--- src/lwdt_prescaler.sv ---
// package of constants and types, plus the count-clock prescaler
package lwdt_pkg;
  // register indexes as printed; byte address is four times the index
  localparam logic [15:0] lwdt_mode_idx     = 16'hfff9;
  localparam logic [15:0] lwdt_clk_sel_idx  = 16'hff42;
  localparam logic [15:0] lwdt_irq_ctl_idx  = 16'h0010;
  localparam logic [31:0] lwdt_mode_addr    = {14'h0000, lwdt_mode_idx, 2'b00};
  localparam logic [31:0] lwdt_clk_sel_addr = {14'h0000, lwdt_clk_sel_idx, 2'b00};
  localparam logic [31:0] lwdt_irq_ctl_addr = {14'h0000, lwdt_irq_ctl_idx, 2'b00};
  // mode register fields
  localparam int          lwdt_run_pos      = 7;
  localparam int          lwdt_wd_sel_pos   = 4;
  localparam int          lwdt_ovf_act_pos  = 3;
  localparam logic [7:0]  lwdt_mode_rst     = 8'h00;
  // clock select register: bit 3 reads zero, code in bits 2..0
  localparam logic [7:0]  lwdt_clk_sel_mask = 8'hf7;
  localparam logic [7:0]  lwdt_clk_sel_rst  = 8'h00;
  // own control register fields
  localparam int          lwdt_osc_mode_pos = 0;
  localparam int          lwdt_mask_pos     = 1;
  localparam int          lwdt_prio_pos     = 2;
  localparam int          lwdt_flag_pos     = 3;
  localparam logic [3:0]  lwdt_irq_ctl_rst  = 4'h2;
  // main counter is 8 bits: overflow after 2^8 count-clock ticks
  localparam int          lwdt_cnt_w        = 8;
  localparam int          lwdt_div_w        = 11;
  localparam logic [7:0]  lwdt_cnt_max      = 8'hff;

  typedef enum logic [1:0] {
    lwdt_act_interval = 2'b00,
    lwdt_act_nmi      = 2'b01,
    lwdt_act_reset    = 2'b10
  } lwdt_action_type;

  // cpu power and clock state
  typedef struct packed {
    logic stop_mode;
    logic on_subclk;
  } lwdt_cpu_state_type;

  // requests towards interrupt controller and reset logic
  typedef struct packed {
    logic interval_irq;
    logic interval_irq_high_prio;
    logic nmi_req;
    logic wd_reset_req;
  } lwdt_req_type;
endpackage

`timescale 1ns/10ps
module lwdt_prescaler (
  // clock and reset
  input  wire logic       pclk,
  input  wire logic       presetn,
  // control
  input  wire logic       count_en,
  input  wire logic       osc_mode_bit,
  input  wire logic [2:0] clock_code,
  // count clock pulse
  output logic            count_tick
);
  import lwdt_pkg::*;

  logic                  half;
  logic [lwdt_div_w-1:0] div;
  logic                  fxx_tick;
  logic [lwdt_div_w-1:0] sel_mask;

  // fx directly or fx/2 as the main system clock
  assign fxx_tick = osc_mode_bit | half;

  // half-rate phase
  always_ff @(posedge pclk or negedge presetn) begin
    if (!presetn) begin
      half <= 1'b0;
    end else if (count_en) begin
      half <= ~half;
    end
  end

  // divider is never cleared on restart, so first period may run short
  always_ff @(posedge pclk or negedge presetn) begin
    if (!presetn) begin
      div <= '0;
    end else if (count_en && fxx_tick) begin
      div <= div + 1'b1;
    end
  end

  // codes 0..6 divide by 2^3..2^9, code 7 by 2^11
  always_comb begin
    unique case (clock_code)
      3'h7:    sel_mask = 11'h7ff;
      default: sel_mask = 11'((12'h008 << clock_code) - 12'h001);
    endcase
  end

  assign count_tick = count_en && fxx_tick && ((div & sel_mask) == sel_mask);
endmodule

--- src/lwdt_top.sv ---
// loop watchdog / interval timer with apb register access
//
// Chosen here: the register addresses and register access over APB.
`timescale 1ns/10ps
// What this block does
// - mode select bit set makes the timer a loop watchdog
// - clock code picks overflow period 2^11..2^17, code 7 gives 2^19
// - main clock is oscillator clock, or half of it when mode bit clear
// - writing run bit one starts watchdog counting
// - every run write of one clears counter and restarts period
// - watchdog overflow gives reset or nmi, chosen by action bit
// - counting continues in halt, freezes in stop
// - first period after restart may be up to 0.5% short
// - counting halts while cpu runs on subsystem clock
// - mode select zero: interval timer, repeated maskable requests
// - interval mode starts on run bit, same periods
// - interval request obeys its mask and priority flags
// - interval request has highest default maskable priority
// - once watchdog mode set, interval mode gone until reset
// - mode select and action bits cannot be cleared by software
// - run bit cannot be cleared by software
// - setting mode select while interval flag pends raises nmi
module lwdt_top (
  // clock and reset
  input  wire logic                    pclk,
  input  wire logic                    presetn,
  // apb slave
  input  wire logic                    psel,
  input  wire logic                    penable,
  input  wire logic                    pwrite,
  input  wire logic [31:0]             paddr,
  input  wire logic [31:0]             pwdata,
  output logic                         pready,
  output logic [31:0]                  prdata,
  output logic                         pslverr,
  // cpu state
  input  wire lwdt_pkg::lwdt_cpu_state_type cpu_state,
  // requests out
  output lwdt_pkg::lwdt_req_type       req
);
  import lwdt_pkg::*;

  logic                  run;
  logic                  wd_mode_sel;
  logic                  overflow_action_sel;
  logic [7:0]            clk_select_reg2;
  logic                  osc_mode_bit;
  logic                  interval_int_mask;
  logic                  interval_int_priority;
  logic                  interval_int_flag;
  logic [lwdt_cnt_w-1:0] count;
  logic                  count_tick;
  logic                  count_en;
  logic                  overflow;
  logic                  restart;
  logic                  setup;
  logic                  wr_en;
  logic                  hit_mode;
  logic                  hit_clk;
  logic                  hit_ctl;
  logic                  mapped;
  logic                  nmi_req;
  logic                  wd_reset_req;
  logic [7:0]            wd_mode_reg;
  lwdt_action_type       action;

  // apb decode: zero wait, errors only for unmapped addresses
  assign hit_mode = (paddr == lwdt_mode_addr);
  assign hit_clk  = (paddr == lwdt_clk_sel_addr);
  assign hit_ctl  = (paddr == lwdt_irq_ctl_addr);
  assign mapped   = hit_mode | hit_clk | hit_ctl;
  assign setup    = psel && !penable;
  assign wr_en    = psel && penable && pwrite && mapped;
  assign pready   = 1'b1;
  assign pslverr  = psel && penable && !mapped;

  assign wd_mode_reg = {run, 2'b00, wd_mode_sel, overflow_action_sel, 3'b000};

  // read data captured in setup, stable through access
  always_ff @(posedge pclk or negedge presetn) begin
    if (!presetn) begin
      prdata <= '0;
    end else if (setup && !pwrite) begin
      unique case (1'b1)
        hit_mode: prdata <= {24'h000000, wd_mode_reg};
        hit_clk:  prdata <= {24'h000000, clk_select_reg2};
        hit_ctl:  prdata <= {28'h0000000, interval_int_flag, interval_int_priority,
                             interval_int_mask, osc_mode_bit};
        default:  prdata <= '0;
      endcase
    end
  end

  // every write of one to run restarts the period
  assign restart = wr_en && hit_mode && pwdata[lwdt_run_pos];

  // mode bits only ever set by software; reset alone clears them
  always_ff @(posedge pclk or negedge presetn) begin
    if (!presetn) begin
      run                 <= lwdt_mode_rst[lwdt_run_pos];
      wd_mode_sel         <= lwdt_mode_rst[lwdt_wd_sel_pos];
      overflow_action_sel <= lwdt_mode_rst[lwdt_ovf_act_pos];
    end else if (wr_en && hit_mode) begin
      run                 <= run | pwdata[lwdt_run_pos];
      wd_mode_sel         <= wd_mode_sel | pwdata[lwdt_wd_sel_pos];
      overflow_action_sel <= overflow_action_sel | pwdata[lwdt_ovf_act_pos];
    end
  end

  // clock select: software should stop the timer before rewriting it
  always_ff @(posedge pclk or negedge presetn) begin
    if (!presetn) begin
      clk_select_reg2 <= lwdt_clk_sel_rst;
    end else if (wr_en && hit_clk) begin
      clk_select_reg2 <= pwdata[7:0] & lwdt_clk_sel_mask;
    end
  end

  // oscillator mode, mask and priority
  always_ff @(posedge pclk or negedge presetn) begin
    if (!presetn) begin
      osc_mode_bit          <= lwdt_irq_ctl_rst[lwdt_osc_mode_pos];
      interval_int_mask     <= lwdt_irq_ctl_rst[lwdt_mask_pos];
      interval_int_priority <= lwdt_irq_ctl_rst[lwdt_prio_pos];
    end else if (wr_en && hit_ctl) begin
      osc_mode_bit          <= pwdata[lwdt_osc_mode_pos];
      interval_int_mask     <= pwdata[lwdt_mask_pos];
      interval_int_priority <= pwdata[lwdt_prio_pos];
    end
  end

  // no counting in stop or on subsystem clock; halt keeps counting
  assign count_en = run && !cpu_state.stop_mode && !cpu_state.on_subclk;

  lwdt_prescaler u_prescaler (
    .pclk         (pclk),
    .presetn      (presetn),
    .count_en     (count_en),
    .osc_mode_bit (osc_mode_bit),
    .clock_code   (clk_select_reg2[2:0]),
    .count_tick   (count_tick)
  );

  assign overflow = count_tick && (count == lwdt_cnt_max) && !restart;

  // main counter; restart beats a tick in the same cycle
  always_ff @(posedge pclk or negedge presetn) begin
    if (!presetn) begin
      count <= '0;
    end else if (restart) begin
      count <= '0;
    end else if (count_tick) begin
      count <= count + 1'b1;
    end
  end

  // overflow action decode
  always_comb begin
    if (!wd_mode_sel) begin
      action = lwdt_act_interval;
    end else if (overflow_action_sel) begin
      action = lwdt_act_reset;
    end else begin
      action = lwdt_act_nmi;
    end
  end

  // interval flag: hardware set wins over software clear
  always_ff @(posedge pclk or negedge presetn) begin
    if (!presetn) begin
      interval_int_flag <= 1'b0;
    end else if (overflow && action == lwdt_act_interval) begin
      interval_int_flag <= 1'b1;
    end else if (wr_en && hit_ctl && !pwdata[lwdt_flag_pos]) begin
      interval_int_flag <= 1'b0;
    end
  end

  // one-cycle nmi and reset requests
  always_ff @(posedge pclk or negedge presetn) begin
    if (!presetn) begin
      nmi_req      <= 1'b0;
      wd_reset_req <= 1'b0;
    end else begin
      // entering watchdog mode with a pending interval flag gives nmi
      nmi_req      <= (overflow && action == lwdt_act_nmi)
                   || (wr_en && hit_mode && pwdata[lwdt_wd_sel_pos] && !wd_mode_sel
                       && interval_int_flag);
      wd_reset_req <= overflow && action == lwdt_act_reset;
    end
  end

  // interval request gated by mask; priority passed beside it
  assign req.interval_irq           = interval_int_flag && !interval_int_mask
                                      && !wd_mode_sel;
  assign req.interval_irq_high_prio = !interval_int_priority;
  assign req.nmi_req                = nmi_req;
  assign req.wd_reset_req           = wd_reset_req;
endmodule

--- config.mk ---
export PLATFORM = sky130hd
export DESIGN_NAME = lwdt_top
export DESIGN_NICKNAME = d
export VERILOG_FILES = /design/src/lwdt_prescaler.sv /design/src/lwdt_top.sv
export SDC_FILE = /design/constraint.sdc
export NUM_CORES = 1
export LEC_CHECK = 0
export ABC_AREA = 1
export BUFFER_PORTS_ARGS = -buffer_cell sky130_fd_sc_hd__buf_2
export CAP_MARGIN = 20
export CORE_ASPECT_RATIO = 0.75
export CORE_MARGIN = 2
export CORE_UTILIZATION = 35
export DETAILED_ROUTE_END_ITERATION = 7
export PLACE_DENSITY = 0.6
export RECOVER_POWER = 50
export SLEW_MARGIN = 40
export SYNTH_ARGS = -nofsm -noshare
export SYNTH_HDL_FRONTEND = slang
export SYNTH_SLANG_ARGS = --single-unit
--- constraint.sdc ---
create_clock -name pclk -period 1.9 [get_ports pclk]
set_input_delay 0.38 -clock pclk [delete_from_list [all_inputs] [get_ports pclk]]
set_output_delay 0.38 -clock pclk [all_outputs]
set_load 0.1 [all_outputs]
# Word-level counts from Yosys, hierarchy flattened
# Cells that the tools add are included.
# Widths: inputs -> output; s select.
classes:
  n_addsub: 3
  n_eq_ne: 8
  shifts: 1
  mux: 8
  bitwise: 8
  n_reduce_logical: 39
ops:
  columns: ["op", "count"]
  rows:
  - ["$eq 32x18->1 const B", 2]
  - ["$eq 32x7->1 const B", 1]
  - ["$logic_and 1x1->1", 25]
  - ["$pmux 8 s3", 1]
  - ["$mux 8", 2]
  - ["$add 11x1->11 const B", 1]
  - ["$and 11x11->11", 1]
  - ["$eq 11x11->1", 1]
  - ["$mux 11", 1]
  - ["$shl 4x3->11 const A", 1]
  - ["$sub 11x1->11 const B", 1]
  - ["$logic_not 1->1", 10]
  - ["$add 8x1->8 const B", 1]
  - ["$eq 8x8->1 const B", 1]
  - ["$or 1x1->1", 6]
  - ["$mux 2", 2]
  - ["$reduce_bool 2->1", 2]
  - ["$eq 3x3->1 const B", 1]
  - ["$eq 2x1->1 const B", 1]
  - ["$eq 2x2->1 const B", 1]
  - ["$logic_not 2->1", 1]
  - ["$mux 1", 2]
  - ["$logic_or 1x1->1", 1]
  - ["$not 1->1", 1]
word_totals:
  register_bits: 68
  output_inout_bits: 38
  word_cells: 81

# Logic depth before layout (Yosys ltp)
logic_depth:
  ltp_word: 10
  mapped_depth: 17

# Hierarchy
# From an unflattened synthesis, not the netlist that was laid out.
unflattened:
  hier_cells: 407
  area_unflattened_um2: 2999.1
by_module_without_submodules:
  columns: ["module", "n_inst", "cells_each", "area_per_inst_um2", "seq_area_each_um2"]
  rows:
  - ["lwdt_top", 1, 305, 2218.4, 802.0]
  - ["lwdt_prescaler", 1, 102, 780.7, 300.3]

# Worst setup path before layout
# Ideal clock, no wire load.
synth_path:
  kind: "register to output"
  startpoint: "register wd_mode_sel"
  endpoint: "output port req[3] in the netlist's numbering"
  arrival_time_ps: 2480
  t_required_ps: 1520
  path_slack_ps: -960
  path_stages_with_launch: 2
  n_path_buf: 0
  cell_sequence: "dfrtp_1 nor3_1"
synth_rtl:
  columns: ["element", "line", "text"]
  rows:
  - ["from (decl)", "lwdt_top.sv:44", "logic wd_mode_sel;"]
  - ["from (signal assigned)", "lwdt_top.sv:101", "wd_mode_sel <= lwdt_mode_rst[lwdt_wd_sel_pos];"]
  - ["from (signal assigned)", "lwdt_top.sv:105", "wd_mode_sel <= wd_mode_sel | pwdata[lwdt_wd_sel_pos];"]
  - ["to (decl)", "lwdt_top.sv:39", "output lwdt_pkg::lwdt_req_type req"]

# Worst setup path after layout
layout_path:
  startpoint: "register clk_select_reg2[2]"
  endpoint: "register count[5]"
layout_between:
  elab_chain_len: 7
  elab_cells_between_ends: 8
layout_lines:
  columns: ["element", "line", "text"]
  rows:
  - ["from (decl)", "lwdt_top.sv:46", "logic [7:0] clk_select_reg2;"]
  - ["from (signal assigned)", "lwdt_top.sv:113", "clk_select_reg2 <= lwdt_clk_sel_rst;"]
  - ["from (signal assigned)", "lwdt_top.sv:115", "clk_select_reg2 <= pwdata[7:0] & lwdt_clk_sel_mask;"]
  - ["$shl 4x3->11", "lwdt_prescaler.sv:94", "default: sel_mask = 11'((12'h008 << clock_code) - 12'h001);"]
  - ["$sub 11x1->11", "lwdt_prescaler.sv:94", null]
  - ["$mux 11 *", "lwdt_prescaler.sv:92", "unique case (clock_code)"]
  - ["$and 11x11->11", "lwdt_prescaler.sv:98", "assign count_tick = count_en && fxx_tick && ((div & sel_mask) == sel_mask);"]
  - ["$eq 11x11->1 *", "lwdt_prescaler.sv:98", null]
  - ["$logic_and 1x1->1 *", "lwdt_prescaler.sv:98", null]
  - ["$reduce_bool 2->1 (no source line) *", null, null]
  - ["to (signal assigned)", "lwdt_top.sv:153", "count <= count + 1'b1;"]
  - ["to (decl)", "lwdt_top.sv:51", "logic [lwdt_cnt_w-1:0] count;"]
# Mark *: on every way between the ends. The rest lies on a longest branch, timed or not.
# A chain may end at the register's enable or synchronous reset.

==> summary.md <==
### Status
• status: finished with violations
• violations in the final reports: negative setup slack

### Critical path
• slowest stage cell, crit path: sky130_fd_sc_hd__dfrtp_1
• type of destination of the critical path: flop
• Most Frequent Cell on Critical Path: sky130_fd_sc_hd__buf_4
• cells along the critical path: nor2_4 > nand2_2 > ha_4 > nand2_2 > nand2_2 > buf_4 > buf_4 > buf_4 > buf_4 > nand2_1 > nor2_2 > nand3_1 > nor2_1 > nand3b_1 > nand2_1
• Worst Setup Start Kind: flop
• crit path kind: reg -> reg
• CP max FO: 3
• data arrival time of the critical path: 2.22 ns
• CP max stage delay: 0.42 ns
• Crit path required time: 2.15 ns

### Die
• total die area: 0.008982 sq mm
• Row Count: 28
• I/O pins: 109
• Starting Density: 36.23%
• DIE WIDTH: 108.8 um
• Placeable Area: 0.007953 sq mm
• die height: 82.58 um

### Detailed routing
• via density per instance: 4.515
• Total Wirelength: 7247 um
• Post-route DRC: 0
• total iterations of the first detailed-routing run: 4
• vias after detailed routing: 2,777
• average wire length per cell after detail routing: 11.78 um
• post-route antenna net violation count: 0
• DRC marker count from the first detailed-route iteration: 99

### Global routing
• vias in the first global route: 2,639
• pin count of the biggest net entering global routing: 24
• overall routing resource usage: 17.09%
• initial antenna violation count: 0
• global route overflow: 0
• first-pass GRT wire length: 11,960 um

### Placement
• hpwl dp: 5688 um
• RD Place Congestion: 0.8653
• Post-Place Setup Slack: -0.2008 ns
• Port Buf Inserts: 59
• Cell Area, Placed: 0.003463 sq mm

### STA
• setup repair after global routing missed its margin: yes
• worst slew margin relative to its limit: 23.99%
• number of pins exceeding their max-slew limit in the final report: 0
• Peak Freq: 0.5075 GHz
• ratio of final minimum period to clock period: 103.7%
• Fin. Hold Viols: 0
• # setup viols final: 3
• min cycle time layout: 1.970 ns
• worst slew pin tran: 1.140 ns
• setup slack after layout: -0.07036 ns
• final worst clock skew: 0.009068 ns

### Synth
• count of flip-flops with a built-in enable after synthesis: 0
• Netlist cell types: 32
• xor/xnor cell area share of the yosys netlist: 3.951%
• simple-gate share of the synthesized area: 35.17%
• largest family of logic cells by synthesized area: simple AND/OR/NAND/NOR gates
• post-synthesis compound-gate area fraction: 5.124%
• YS warnings: 0
• share of synthesized registers carrying an async set or reset: 100.0%
• Cells after Synth: 400
• area of the mapped netlist: 0.002882 sq mm
• Yosys reg bits: 44
• dominant synthesized flop cell: sky130_fd_sc_hd__dfrtp_1
• average cell area after synthesis: 7.204 sq um
• fraction of synthesized area in multiplexers: 0%
• sequential cell area fraction in the yosys report: 38.25%
• post-synthesis share of cell area spent on full adders, half adders and majority gates: 1.303%

### Clock tree
• clock buffer count from CTS: 5
• # H-tree levels: 2
• source-to-sink clock delay at the later pin of the worst-skew pair: 0.31 ns
• number of clock sinks: 44
• number of buffers inserted for hold repair after clock tree synthesis: 0
• clock tree from TritonCTS: done
• clock-pin transition on the worst setup and hold timing paths: 0.09 ns
• clock root cell: sky130_fd_sc_hd__clkbuf_8
• maximum root-to-sink buffer count: 2

### Cells and area
• Layout Area Growth over Synthesis: 33.13%
• Register Area: 0.001102 sq mm
• final net count: 583
• top library cells by usage in the layout, fill and taps aside: 87 x sky130_fd_sc_hd__nand2_1, 58 x sky130_fd_sc_hd__inv_1, 57 x sky130_fd_sc_hd__buf_2
• number of antenna cells inserted: 0
• layout cell share with drive strength beyond 1: 32.75%
• finished layout cell area: 0.003836 sq mm
• multi-input gate area in the final layout: 0.001568 sq mm
• Finished Core Util: 48.24%
• fill cell total of the finished layout: 815
• most common library cell in the layout ignoring fill and taps: sky130_fd_sc_hd__nand2_1

### Power
• Final Total Pwr: 2.537 mW
• power density of the placed cells: 661.4 mW/mm^2
• P_leak: 2.056 nW
• highest ir drop seen on vdd: 0.3634 mV

### Worst hold path
• worst hold path class: in -> async

### Flow run
• reported max-cap violation count: 0

## logic make-up after synthesis
kind of cell             count (synthesis)
XOR/XNOR                                13
other                                    2
adder cells (fa/ha/maj)                  3
AO/OA/AOI/OAI                           29
buffers and inverters                   92
AND/OR/NAND/NOR                        217
flip-flops                              44
## through the flow
stage	hold WS (ns)	TNS, ns	std cells
2_1_floorplan	0.08441	-0.1159	423
3_3_place_gp	0.3815	-0.4740	593
3_5_place_dp	0.3815	-0.8681	593
4_1_cts	0.03800	-0.2909	610
5_1_grt	0.3314	-1.394	615
6_report	0.2610	-0.1082	615
## Yosys cell counts, drive strengths merged, types with 2 or more instances
cell type | instances | share of area, %
nand2 | 101 | 13
inv | 61 | 7.9
dfrtp | 43 | 37
nor2 | 42 | 6.2
buf | 30 | 7.9
nand3 | 30 | 5.4
o21ai | 22 | 3.8
nor3 | 17 | 3.8
nand4 | 16 | 3.9
xor2 | 10 | 3.0
a21oi | 5 | 0.87
ha | 3 | 1.3
nor3b | 3 | 0.78
or2 | 3 | 0.65
xnor2 | 3 | 0.91
and3 | 2 | 0.43
conb | 2 | 0.26
nor4 | 2 | 0.43
o22ai | 2 | 0.43
## layer usage
metal  global-route usage (%)  part of all wire, %
met5                        0                    0
met3                    3.925                  4.6
met1                    22.95                   49
met2                    27.81                   45
met4                    4.744                  1.0
## repair_timing
item	4_1_cts	5_1_grt
setup endpoints to repair	11	12
resized for setup	25	25
pin swaps	13	12
buffers inserted	10	5
## area by class of cell
type                    instances  share of cell area (%)
clock buffers                   5                   1.794
clock inverters                 3                   1.239
inverters                      62                   6.067
multi-input cells             287                   40.87
flip-flops and latches         44                   28.73
well taps                     105                   3.425
repair buffers                109                   17.87
## sequential cells by signal, indices dropped and copies added (netlist names)
name                   cells
clk_select_reg2            7
count                      8
interval_int_flag          1
interval_int_mask          1
interval_int_priority      1
nmi_req                    1
osc_mode_bit               1
overflow_action_sel        1
prdata                     8
run                        1
u_prescaler.div           11
u_prescaler.half           1
wd_mode_sel                1
wd_reset_req               1
## critical path: cells and delay by family, from the launching register on
kind | cells | cell delay, ns
adders and majority gates | 1 | 0.27
buffers and inverters | 4 | 0.38
DFF | 1 | 0.42
and+or+nand+nor | 10 | 0.83
## path summary, 6_finish.rpt
kind | from | to | slack [ns] | cells after the start
setup reg to reg | clk_select_reg2[2]$_DFFE_PN0P_ | count[5]$_DFFE_PN0P_ | -0.07 | 15
min in group pclk | pwdata[1] | interval_int_mask$_DFFE_PN1P_ | 0.30 | 3
max in group asynchronous | presetn | wd_reset_req$_DFF_PN0_ | 0.47 | 2
hold reg to reg | prdata[2]$_DFFE_PN0P_ | prdata[2]$_DFFE_PN0P_ | 0.48 | 2
hold / removal | presetn | u_prescaler.div[10]$_DFFE_PN0P_ | 0.26 | 1
setup / recovery | clk_select_reg2[2]$_DFFE_PN0P_ | count[5]$_DFFE_PN0P_ | -0.07 | 15
## report_power, final
part | switching, mW | internal [mW]
Clock | 0.353 | 0.396
Combinational | 0.460 | 0.208
Sequential | 0.0925 | 1.03
Total | 0.905 | 1.63
Note: power is estimated with default switching activity, not from simulation.
